--- config.mk ---
export PLATFORM = sky130hd
export DESIGN_NAME = pms_standby_ctrl
export DESIGN_NICKNAME = d
export VERILOG_FILES = /design/src/shared/pms_pkg.sv /design/src/rtl/pms_ctrl_reg.sv /design/src/rtl/pms_standby_ctrl.sv
export VERILOG_INCLUDE_DIRS = /design/src /design/src/shared
export SDC_FILE = /design/constraint.sdc
export NUM_CORES = 1
export LEC_CHECK = 0
export ABC_AREA = 1
export BUFFER_PORTS_ARGS = -buffer_cell sky130_fd_sc_hd__buf_4
export CORE_MARGIN = 2
export CORE_UTILIZATION = 46
export CTS_BUF_LIST = sky130_fd_sc_hd__clkbuf_16
export DETAILED_ROUTE_END_ITERATION = 8
export HOLD_SLACK_MARGIN = 0.15
export PLACE_DENSITY = 0.85
export SETUP_SLACK_MARGIN = 0.4
export SLEW_MARGIN = 20
export SYNTH_ARGS = -nofsm -noshare
export SYNTH_HDL_FRONTEND = slang
export SYNTH_HIERARCHICAL = 1
export SYNTH_SLANG_ARGS = --single-unit
export TNS_END_PERCENT = 100
--- constraint.sdc ---
create_clock -name aclk -period 2 [get_ports aclk]
set_input_delay 0.1 -clock aclk [delete_from_list [all_inputs] [get_ports aclk]]
set_output_delay 0.1 -clock aclk [all_outputs]
set_load 0.02 [all_outputs]
--- src/shared/pms_map.svh ---
// register offsets, field positions and reset values of the standby control block
// assumes inclusion by the package and the rtl files
`ifndef PMS_MAP_SVH
`define PMS_MAP_SVH

`define PMS_STANDBY_CTRL_OFFSET 12'h000
`define PMS_STANDBY_CTRL_RESET 8'h00
`define PMS_SERIAL_BIT 7
`define PMS_ITIMER_BIT 4
`define PMS_MFTIMER_BIT 1
`define PMS_WRITABLE_MASK 8'h92
`define PMS_ADDR_WIDTH 12
`define PMS_RESP_OKAY 2'b00
`define PMS_RESP_SLVERR 2'b10

`endif

--- src/shared/pms_pkg.sv ---
// types shared by the standby control block
// assumes pms_map.svh sits beside it on the include path
`include "pms_map.svh"

package pms_pkg;

  // standby requests to the three covered peripherals
  typedef struct packed {
    logic serial;
    logic itimer;
    logic mftimer;
  } pms_standby_t;

  // write address and data held by the slave until both have arrived
  typedef struct packed {
    logic [`PMS_ADDR_WIDTH-1:0] addr;
    logic [31:0] data;
    logic [3:0] strb;
  } pms_wreq_t;

endpackage

--- src/rtl/pms_ctrl_reg.sv ---
// the standby control register itself, with reserved bits forced to zero
// assumes a one-cycle write strobe from the bus slave on the same clock
`timescale 1ns/100ps
`include "pms_map.svh"

module pms_ctrl_reg
  import pms_pkg::*;
(
  // clock and reset
  input wire logic aclk,
  input wire logic aresetn,
  // write side
  input wire logic wr_en,
  input wire logic [7:0] wr_data,
  // register image and decoded requests
  output logic [7:0] value,
  output pms_standby_t standby
);

  logic [7:0] ctrl_q;
  logic [7:0] ctrl_d;

  // only the three documented bits can ever hold a one
  assign ctrl_d = wr_en ? (wr_data & `PMS_WRITABLE_MASK) : ctrl_q;

  // all bits clear at reset
  always_ff @(posedge aclk)
  begin
    if (!aresetn)
      ctrl_q <= `PMS_STANDBY_CTRL_RESET;
    else
      ctrl_q <= ctrl_d;
  end

  assign value = ctrl_q;
  // a cleared bit drops the request at once, so the module resumes on its own settings
  assign standby.serial = ctrl_q[`PMS_SERIAL_BIT];
  assign standby.itimer = ctrl_q[`PMS_ITIMER_BIT];
  assign standby.mftimer = ctrl_q[`PMS_MFTIMER_BIT];

endmodule // pms_ctrl_reg

--- src/rtl/pms_standby_ctrl.sv ---
// axi4-lite slave holding the peripheral standby control register
// assumes one clock domain; the peripherals sample the standby outputs on aclk
`timescale 1ns/100ps
`include "pms_map.svh"

// Operation
// - bit 7 places second serial interface in standby
// - bit 4 places interval timer in standby
// - bit 1 places multifunction timer in standby
// - bits 6,5,3,2 always read zero
// - bit 0 always reads zero
module pms_standby_ctrl
  import pms_pkg::*;
(
  // clock and reset
  input wire logic aclk,
  input wire logic aresetn,
  // write address channel
  input wire logic [`PMS_ADDR_WIDTH-1:0] s_axi_awaddr,
  input wire logic [2:0] s_axi_awprot,
  input wire logic s_axi_awvalid,
  output logic s_axi_awready,
  // write data channel
  input wire logic [31:0] s_axi_wdata,
  input wire logic [3:0] s_axi_wstrb,
  input wire logic s_axi_wvalid,
  output logic s_axi_wready,
  // write response channel
  output logic [1:0] s_axi_bresp,
  output logic s_axi_bvalid,
  input wire logic s_axi_bready,
  // read address channel
  input wire logic [`PMS_ADDR_WIDTH-1:0] s_axi_araddr,
  input wire logic [2:0] s_axi_arprot,
  input wire logic s_axi_arvalid,
  output logic s_axi_arready,
  // read data channel
  output logic [31:0] s_axi_rdata,
  output logic [1:0] s_axi_rresp,
  output logic s_axi_rvalid,
  input wire logic s_axi_rready,
  // standby requests to the peripherals
  output logic second_serial_standby_bit,
  output logic interval_timer_standby_bit,
  output logic multifunction_timer_standby_bit
);

  // the low two address bits pick a byte lane, so only the word address is compared
  function automatic logic hits_ctrl(input logic [`PMS_ADDR_WIDTH-1:0] a);
    logic [`PMS_ADDR_WIDTH-1:0] base;
    base = `PMS_STANDBY_CTRL_OFFSET;
    hits_ctrl = (a[`PMS_ADDR_WIDTH-1:2] == base[`PMS_ADDR_WIDTH-1:2]);
  endfunction

  // response code for a decoded access, shared by the write and the read answer
  function automatic logic [1:0] resp_for(input logic hit);
    resp_for = hit ? `PMS_RESP_OKAY : `PMS_RESP_SLVERR;
  endfunction

  // write address and data held until their partner arrives
  logic aw_have_q;
  logic aw_have_d;
  logic w_have_q;
  logic w_have_d;
  pms_wreq_t wreq_q;
  pms_wreq_t wreq_d;

  // write response
  logic bvalid_q;
  logic bvalid_d;
  logic [1:0] bresp_q;
  logic [1:0] bresp_d;

  // read response
  logic rvalid_q;
  logic rvalid_d;
  logic [31:0] rdata_q;
  logic [31:0] rdata_d;
  logic [1:0] rresp_q;
  logic [1:0] rresp_d;

  // register image and decoded standby requests
  logic [7:0] ctrl_value;
  pms_standby_t standby;

  // channel handshakes
  logic aw_fire;
  logic w_fire;
  logic b_done;
  logic ar_fire;
  logic r_done;
  // write decode
  logic aw_now;
  logic w_now;
  logic [`PMS_ADDR_WIDTH-1:0] wr_addr;
  logic [31:0] wr_data;
  logic [3:0] wr_strb;
  logic wr_commit;
  logic wr_hit;
  logic reg_wr;
  // read decode
  logic rd_hit;
  logic [31:0] rd_word;

  // each channel moves one item at the edge where its valid and ready meet
  // all decode is continuous; the clocked blocks below only load next values
  assign aw_fire = s_axi_awvalid && s_axi_awready;
  assign w_fire = s_axi_wvalid && s_axi_wready;
  assign b_done = bvalid_q && s_axi_bready;
  assign ar_fire = s_axi_arvalid && s_axi_arready;
  assign r_done = rvalid_q && s_axi_rready;

  // readies depend on state only, so no path runs from a valid back to its ready
  assign s_axi_awready = !aw_have_q && !bvalid_q;
  assign s_axi_wready = !w_have_q && !bvalid_q;
  assign s_axi_arready = !rvalid_q;

  // address and data are taken in either order; a held half stands in for the live one
  assign aw_now = aw_have_q || aw_fire;
  assign w_now = w_have_q || w_fire;
  assign wr_addr = aw_have_q ? wreq_q.addr : s_axi_awaddr;
  assign wr_data = w_have_q ? wreq_q.data : s_axi_wdata;
  assign wr_strb = w_have_q ? wreq_q.strb : s_axi_wstrb;
  // a write commits only while no response is pending, so one write is in flight
  assign wr_commit = aw_now && w_now && !bvalid_q;
  assign wr_hit = hits_ctrl(wr_addr);
  // register lives in byte lane 0; a write without that lane changes nothing
  assign reg_wr = wr_commit && wr_hit && wr_strb[0];

  // holding flags clear on commit; a half taken early waits for its partner
  assign aw_have_d = wr_commit ? 1'b0 : aw_now;
  assign w_have_d = wr_commit ? 1'b0 : w_now;
  // capture on every fire; a capture in the commit cycle is simply never used
  assign wreq_d = {aw_fire ? s_axi_awaddr : wreq_q.addr,
    w_fire ? s_axi_wdata : wreq_q.data,
    w_fire ? s_axi_wstrb : wreq_q.strb};

  // response raised by the commit, dropped when the master takes it
  assign bvalid_d = wr_commit || (bvalid_q && !b_done);
  assign bresp_d = wr_commit ? resp_for(wr_hit) : bresp_q;

  // read answer: unmapped words give slverr with zero data
  assign rd_hit = hits_ctrl(s_axi_araddr);
  assign rd_word = rd_hit ? {24'h00_0000, ctrl_value} : 32'h0000_0000;
  assign rvalid_d = ar_fire || (rvalid_q && !r_done);
  assign rdata_d = ar_fire ? rd_word : rdata_q;
  assign rresp_d = ar_fire ? resp_for(rd_hit) : rresp_q;

  // write holding registers
  always_ff @(posedge aclk)
  begin
    if (!aresetn)
    begin
      aw_have_q <= 1'b0;
      w_have_q <= 1'b0;
      wreq_q <= '0;
    end
    else
    begin
      aw_have_q <= aw_have_d;
      w_have_q <= w_have_d;
      wreq_q <= wreq_d;
    end
  end

  // write response registers
  always_ff @(posedge aclk)
  begin
    if (!aresetn)
    begin
      bvalid_q <= 1'b0;
      bresp_q <= `PMS_RESP_OKAY;
    end
    else
    begin
      bvalid_q <= bvalid_d;
      bresp_q <= bresp_d;
    end
  end

  // read response registers; data stands until the master takes it
  always_ff @(posedge aclk)
  begin
    if (!aresetn)
    begin
      rvalid_q <= 1'b0;
      rdata_q <= 32'h0000_0000;
      rresp_q <= `PMS_RESP_OKAY;
    end
    else
    begin
      rvalid_q <= rvalid_d;
      rdata_q <= rdata_d;
      rresp_q <= rresp_d;
    end
  end

  // the register itself; reserved positions never store a one
  pms_ctrl_reg u_ctrl (
    .aclk(aclk),
    .aresetn(aresetn),
    .wr_en(reg_wr),
    .wr_data(wr_data[7:0]),
    .value(ctrl_value),
    .standby(standby)
  );

  // write answer outputs
  assign s_axi_bvalid = bvalid_q;
  assign s_axi_bresp = bresp_q;

  // read answer outputs
  assign s_axi_rvalid = rvalid_q;
  assign s_axi_rdata = rdata_q;
  assign s_axi_rresp = rresp_q;

  // requests follow the register directly; clearing releases the module next cycle
  assign second_serial_standby_bit = standby.serial;
  assign interval_timer_standby_bit = standby.itimer;
  assign multifunction_timer_standby_bit = standby.mftimer;

endmodule // pms_standby_ctrl

==> results of run 1 <==
[layout make-up]
class / instances / area, µm² / area share [%]
multi-input cells: 170 / 737 / 34.4
inverters: 17 / 66.3 / 3.10
clock buffers: 5 / 125 / 5.85
clock inverters: 3 / 12.5 / 0.585
flip-flops and latches: 31 / 621 / 29.0
repair buffers: 64 / 520 / 24.3
well taps: 46 / 57.6 / 2.69
[power breakdown]
group | total [W] | switching (W) | internal (W)
sequential | 0.000699 | 0.0000332 | 0.000666
clock | 0.000683 | 0.000236 | 0.000447
combinational | 0.000338 | 0.000199 | 0.000138
[cells in the final DEF (no fill, tap or decap)]
cell / n
dfxtp_1: 31
a21oi_1: 12
inv_2: 4
o21ai_0: 14
clkbuf_16: 5
o21ai_1: 1
nand3_1: 9
o21ai_2: 1
dlygate4sd3_1: 16
conb_1: 31
nand2_1: 38
and2_1: 1
nor2_4: 2
a21oi_2: 1
and2_0: 1
nor2_1: 51
mux2i_1: 1
nand2_2: 2
inv_1: 13
nor2_2: 3
o21a_1: 1
inv_4: 1
clkinv_2: 1
nor3_1: 1
buf_4: 48
clkinv_1: 1
[critical path, stage by stage]
cell and delay (ns):
dlygate4sd3_1 0.55, buf_4 0.14, nor2_1 0.09, nand2_1 0.06
nor2_1 0.10, nand2_1 0.05, nand2_1 0.09, nand2_1 0.11
nor2_4 0.16, nand2_1 0.07, nand2_1 0.05, nor2_1 0.03
[routing by layer]
layer  global-route usage [%]  wire length (µm)  up-vias
met1                     16.9              1290      602
met2                     31.8              1680       48
met3                     6.49               221        9
met5                        0                 0        -
met4                     11.4                87        0
li1                         -                 -      765
[path summary, 6_finish.rpt]
path / from / to / slack [ns] / cells after the start
max: s_axi_awaddr[3] / u_ctrl/value[1] / 0.55 / 12
min reg2reg: s_axi_rdata[3] / s_axi_rdata[3] / 0.46 / 2
min: aresetn / u_ctrl/value[1] / 0.18 / 3
max reg2reg: s_axi_bvalid / wreq_q[40] / 0.65 / 5
[timing repair]
item                       in CTS  in global routing
hold endpoints to repair       16                  0
resized for setup               0                  2
hold buffers                   16                  0
setup endpoints to repair       0                  3
[per-stage QoR]
step	hold slack [ns]	utilization, %	std cells	setup slack, ns
finish	0.180	64.1	336	0.546
global route	0.191	64.1	336	0.374
CTS	0.171	63.9	336	0.444
detailed placement	0.359	55.0	312	0.561
global placement	0.356	55.0	312	0.545
floorplan	0.220	-	257	0.681
==> reports/results.ini, run 1 <==
[worst_hold_path]
hp-class = in -> reg

[layout]
syn_to_final_growth_pct = 33.9
largest_reg_flops = 14
fin_area_um2 = 2140
layout-drive-gt1-share_pct = 23.4
nets = 362
regMostFlops = wreq_q
n_antenna_cell = 0
fillerInstances = 285

[floorplanning]
die_y_um = 62.9
rows = 21
dieArea_um2 = 3960
core_area_um2 = 3340
io_pins = 117
start_util_pct = 47.9
fp.dieW_um = 62.9

[global_routing]
grt_max_degree = 24
grt_pass1_wl_mm = 5.37
grt_overflow = 0
first_global_vias = 1288
antenna_found_initial = 0
track_usage_pct = 17.7

[placed_design]
gp_congestion = 0.813
hpwl_mm = 2.19
port_buffers = 48
place_area_um2 = 1830

[routing]
num_vias = 1424
antenna_left = 0
via_per_inst = 4.24
wl_per_cell_um = 9.76
drc = 0
drt_wl_total_mm = 3.28
drt_iter0_markers = 25
dr.pass1.iters = 4

[logic_synthesis]
synth_warnings = 6
syn_area_um2 = 1600
synthCells = 228
synth_area_per_cell_um2 = 7.01

[cts]
cts_setup_buffers = 0
clk_pin_slew_ns = 0.05
clk_path_buf_depth = 2
clk-insertion-delay-late_ns = 0.27
cts_root_buf = clkbuf_16
cts_tree = built
cts_htree_levels = 2
clock_sinks = 31
cts_made_buffers = 5

[timing]
setup_tns_ns = 0
post-route-period-util_pct = 72.7
finalSetupViolations = 0
slew_viol_final = 0
clock_skew_ns = 0.00112
fin_crit_ns = 1.45
fmax_ghz = 0.688
rsz0062_at_grt = no
hold_viol = 0

[setup_path]
start_kind = input port
crit_type = in -> reg
worst_setup_path_end_kind = flip-flop
crit_required_ns = 2.16
critPathArrivalTime_ns = 1.62
worstPathMaxFanout = 6

[power_and_ir_drop]
leakage_nw = 1.04
ir_drop_v = 0.000704
finalPower_w = 0.00172
power_density_nw_per_um2 = 804

[run_status]
status = finished, final reports clean

[flow_run]
max_cap_violations = 0

(Power assumes the default switching activity.)
==> inputs of run 2 (changes only) <==
CORE_UTILIZATION = 43   (was 46)
PLACE_DENSITY = 0.8   (was 0.85)
clock period = 1.5 ns   (was 2 ns; I/O delays follow)
==> reports/results.ini, run 2 (same netlist as run 1, synthesis figures left out) <==
[run_status]
status = finished, final reports clean

[cts]
clk-insertion-delay-late_ns = 0.27  ; about the same
cts_made_buffers = 5  ; unchanged
clk_pin_slew_ns = 0.05  ; about the same
cts_tree = built
cts_root_buf = clkbuf_16
clk_path_buf_depth = 2  ; unchanged
clock_sinks = 31  ; unchanged
cts_htree_levels = 2  ; unchanged

[global_routing]
first_global_vias = 1298  ; +0.78%
grt_pass1_wl_mm = 5.40  ; +0.50%
met3_usage_pct = 4.86  ; -1.6 points
use_met2_pct = 30.4  ; -1.4 points
antenna_found_initial = 0  ; unchanged
use_met1_pct = 17.9  ; +1.0 points
grt.busiest_layer = met2
grt_max_degree = 22  ; -8.3%
track_usage_pct = 16.4  ; -1.3 points
grt_overflow = 0  ; unchanged

[placed_design]
hpwl_mm = 2.19  ; -0.26%
port_buffers = 48  ; unchanged
gp_congestion = 0.672  ; -17%

[floorplanning]
start_util_pct = 44.3  ; -3.6 points
core_area_um2 = 3610  ; +8.1%
dieArea_um2 = 4220  ; +6.5%
die_y_um = 65.0  ; +3.2%
fp.dieW_um = 65.0  ; +3.2%
rows = 22  ; +4.8%
io_pins = 117  ; unchanged

[power_and_ir_drop]
p_comb_share_pct = 19.8  ; +0.2 points
p_seq_share_pct = 36.9  ; -3.7 points
power_density_nw_per_um2 = 1110  ; +39%
p_clk_share_pct = 43.4  ; +3.7 points
leakage_nw = 1.09  ; +5.7%
power_switching_w = 0.000682  ; +46%
swShare_pct = 26.6  ; -0.62 points
p_int_w = 0.00188  ; +50%
ir_drop_v = 0.000660  ; -6.2%

[routing]
antenna_left = 0  ; unchanged
drc = 0  ; unchanged
drt_wl_total_mm = 3.44  ; +5.0%
drt_iter0_markers = 58  ; +130%
via_per_inst = 4.31  ; +1.6%
num_vias = 1494  ; +4.9%
wl_per_cell_um = 9.93  ; +1.6%
dr.pass1.iters = 4  ; unchanged

[setup_path]
start_kind = flip-flop
crit_type = reg -> out
crit_required_ns = 1.42  ; -0.74 ns
crit_family = flip-flops
slowest_delay_ns = 0.35  ; -0.20 ns
critPathBufInv = 2  ; unchanged
cp_cell_sequence = buf_6 -> nor2_4 -> buf_4
worstPathMaxFanout = 4  ; -2
critPathArrivalTime_ns = 1.10  ; -0.52 ns
worst_setup_path_end_kind = output port
slowest_stage = dfxtp_4

[worst_hold_path]
hp-class = in -> reg

[layout]
nets = 371  ; +2.5%
multi_input_area_um2 = 787  ; +6.8%
final_cell_mix = buf_4, nor2_1, nand2_1
fillerInstances = 340  ; +19%
syn_to_final_growth_pct = 44.0
n_antenna_cell = 0  ; unchanged
final_common_cell = buf_4
fin_util_pct = 63.8  ; -0.31 points
layout-drive-gt1-share_pct = 29.1  ; +5.6 points
regMostFlops = wreq_q
ff_latch_area_um2 = 636  ; +2.4%
largest_reg_flops = 14  ; unchanged

[timing]
fin_crit_ns = 1.17
clock_skew_ns = 0.00303  ; +0.00191 ns
slew_viol_final = 0  ; unchanged
setup_tns_ns = 0  ; unchanged
fmax_ghz = 0.852
finalSetupViolations = 0  ; unchanged
post-route-period-util_pct = 78.2
rsz0062_at_grt = yes
hold_viol = 0  ; unchanged

[flow_run]
max_cap_violations = 0  ; unchanged

run 2: cell types whose count changed in the layout (fill, tap and decap cells not counted), moves of 3 or more:
| cell | change |
|---|---|
| buf_4 | +3 |
| dfxtp_1 | -6 |
| dfxtp_2 | +3 |
| dfxtp_4 | +3 |
| nand2_1 | -3 |
run 2: timing repair:
action,4_1_cts,5_1_grt
setup buffers,4,1
endpoints found under the hold margin,19,1
pin swaps,9,7
setup endpoints to repair,14,13
resized for setup,6,12
cloned,0,2
hold buffers,17,1
run 2: worst paths after layout:
kind	startpoint	endpoint	slack, ns	cells past startpoint
min	aresetn	s_axi_rvalid	0.15	2
min reg2reg	s_axi_rdata[5]	s_axi_rdata[5]	0.47	2
max	aw_have_q	s_axi_awready	0.33	3
max reg2reg	wreq_q[46]	u_ctrl/value[7]	0.34	10
run 2: layer usage:
| layer | wire [µm] | share of wire, % |
|---|---|---|
| met1 | 1420 | 41 |
| met4 | 29 | 0.84 |
| met2 | 1790 | 52 |
| met5 | 0 | 0 |
| met3 | 201 | 5.8 |
run 2: power groups by stage:
stage	combinational (W)	sequential [W]	clock [W]
2_1_floorplan	0.000348	0.000954	0
3_3_place_gp	0.000412	0.000950	0
3_5_place_dp	0.000416	0.000953	0
4_1_cts	0.000461	0.000938	0.00113
5_1_grt	0.000563	0.000950	0.00117
6_report	0.000507	0.000944	0.00111
run 2: layout make-up:
type,instances,share of cell area [%]
Clock inverter,3,1.69
Timing Repair Buffer,71,25.1
Inverter,17,3.10
Tap cell,48,2.61
Sequential cell,31,27.6
Multi-Input combinational cell,171,34.2
Timing Repair inverter,1,0.218
Clock buffer,5,5.44
run 2: worst register-to-register path, stage by stage (launching register included):
cell and delay (ns):
dfxtp_2 0.32, nor2_2 0.10, nand2_1 0.06, nor2_1 0.08, nand2_1 0.07, nand2_2 0.07
nand2_2 0.06, nor2_4 0.14, nand2_1 0.07, nand2_1 0.06, nor2_1 0.04
run 2: per-stage QoR:
step | worst slack, ns | instance area [µm²] | total power (W) | std cells | hold WS, ns
after global placement | 0.283 | 1860 | 0.00136 | 314 | 0.326
final | 0.327 | 2300 | 0.00256 | 347 | 0.149
after floorplan | 0.366 | 1730 | 0.00130 | 257 | 0.192
after CTS | 0.338 | 2240 | 0.00253 | 343 | 0.143
after global routing | 0.225 | 2300 | 0.00268 | 347 | 0.164
after detailed placement | 0.274 | 1860 | 0.00137 | 314 | 0.330
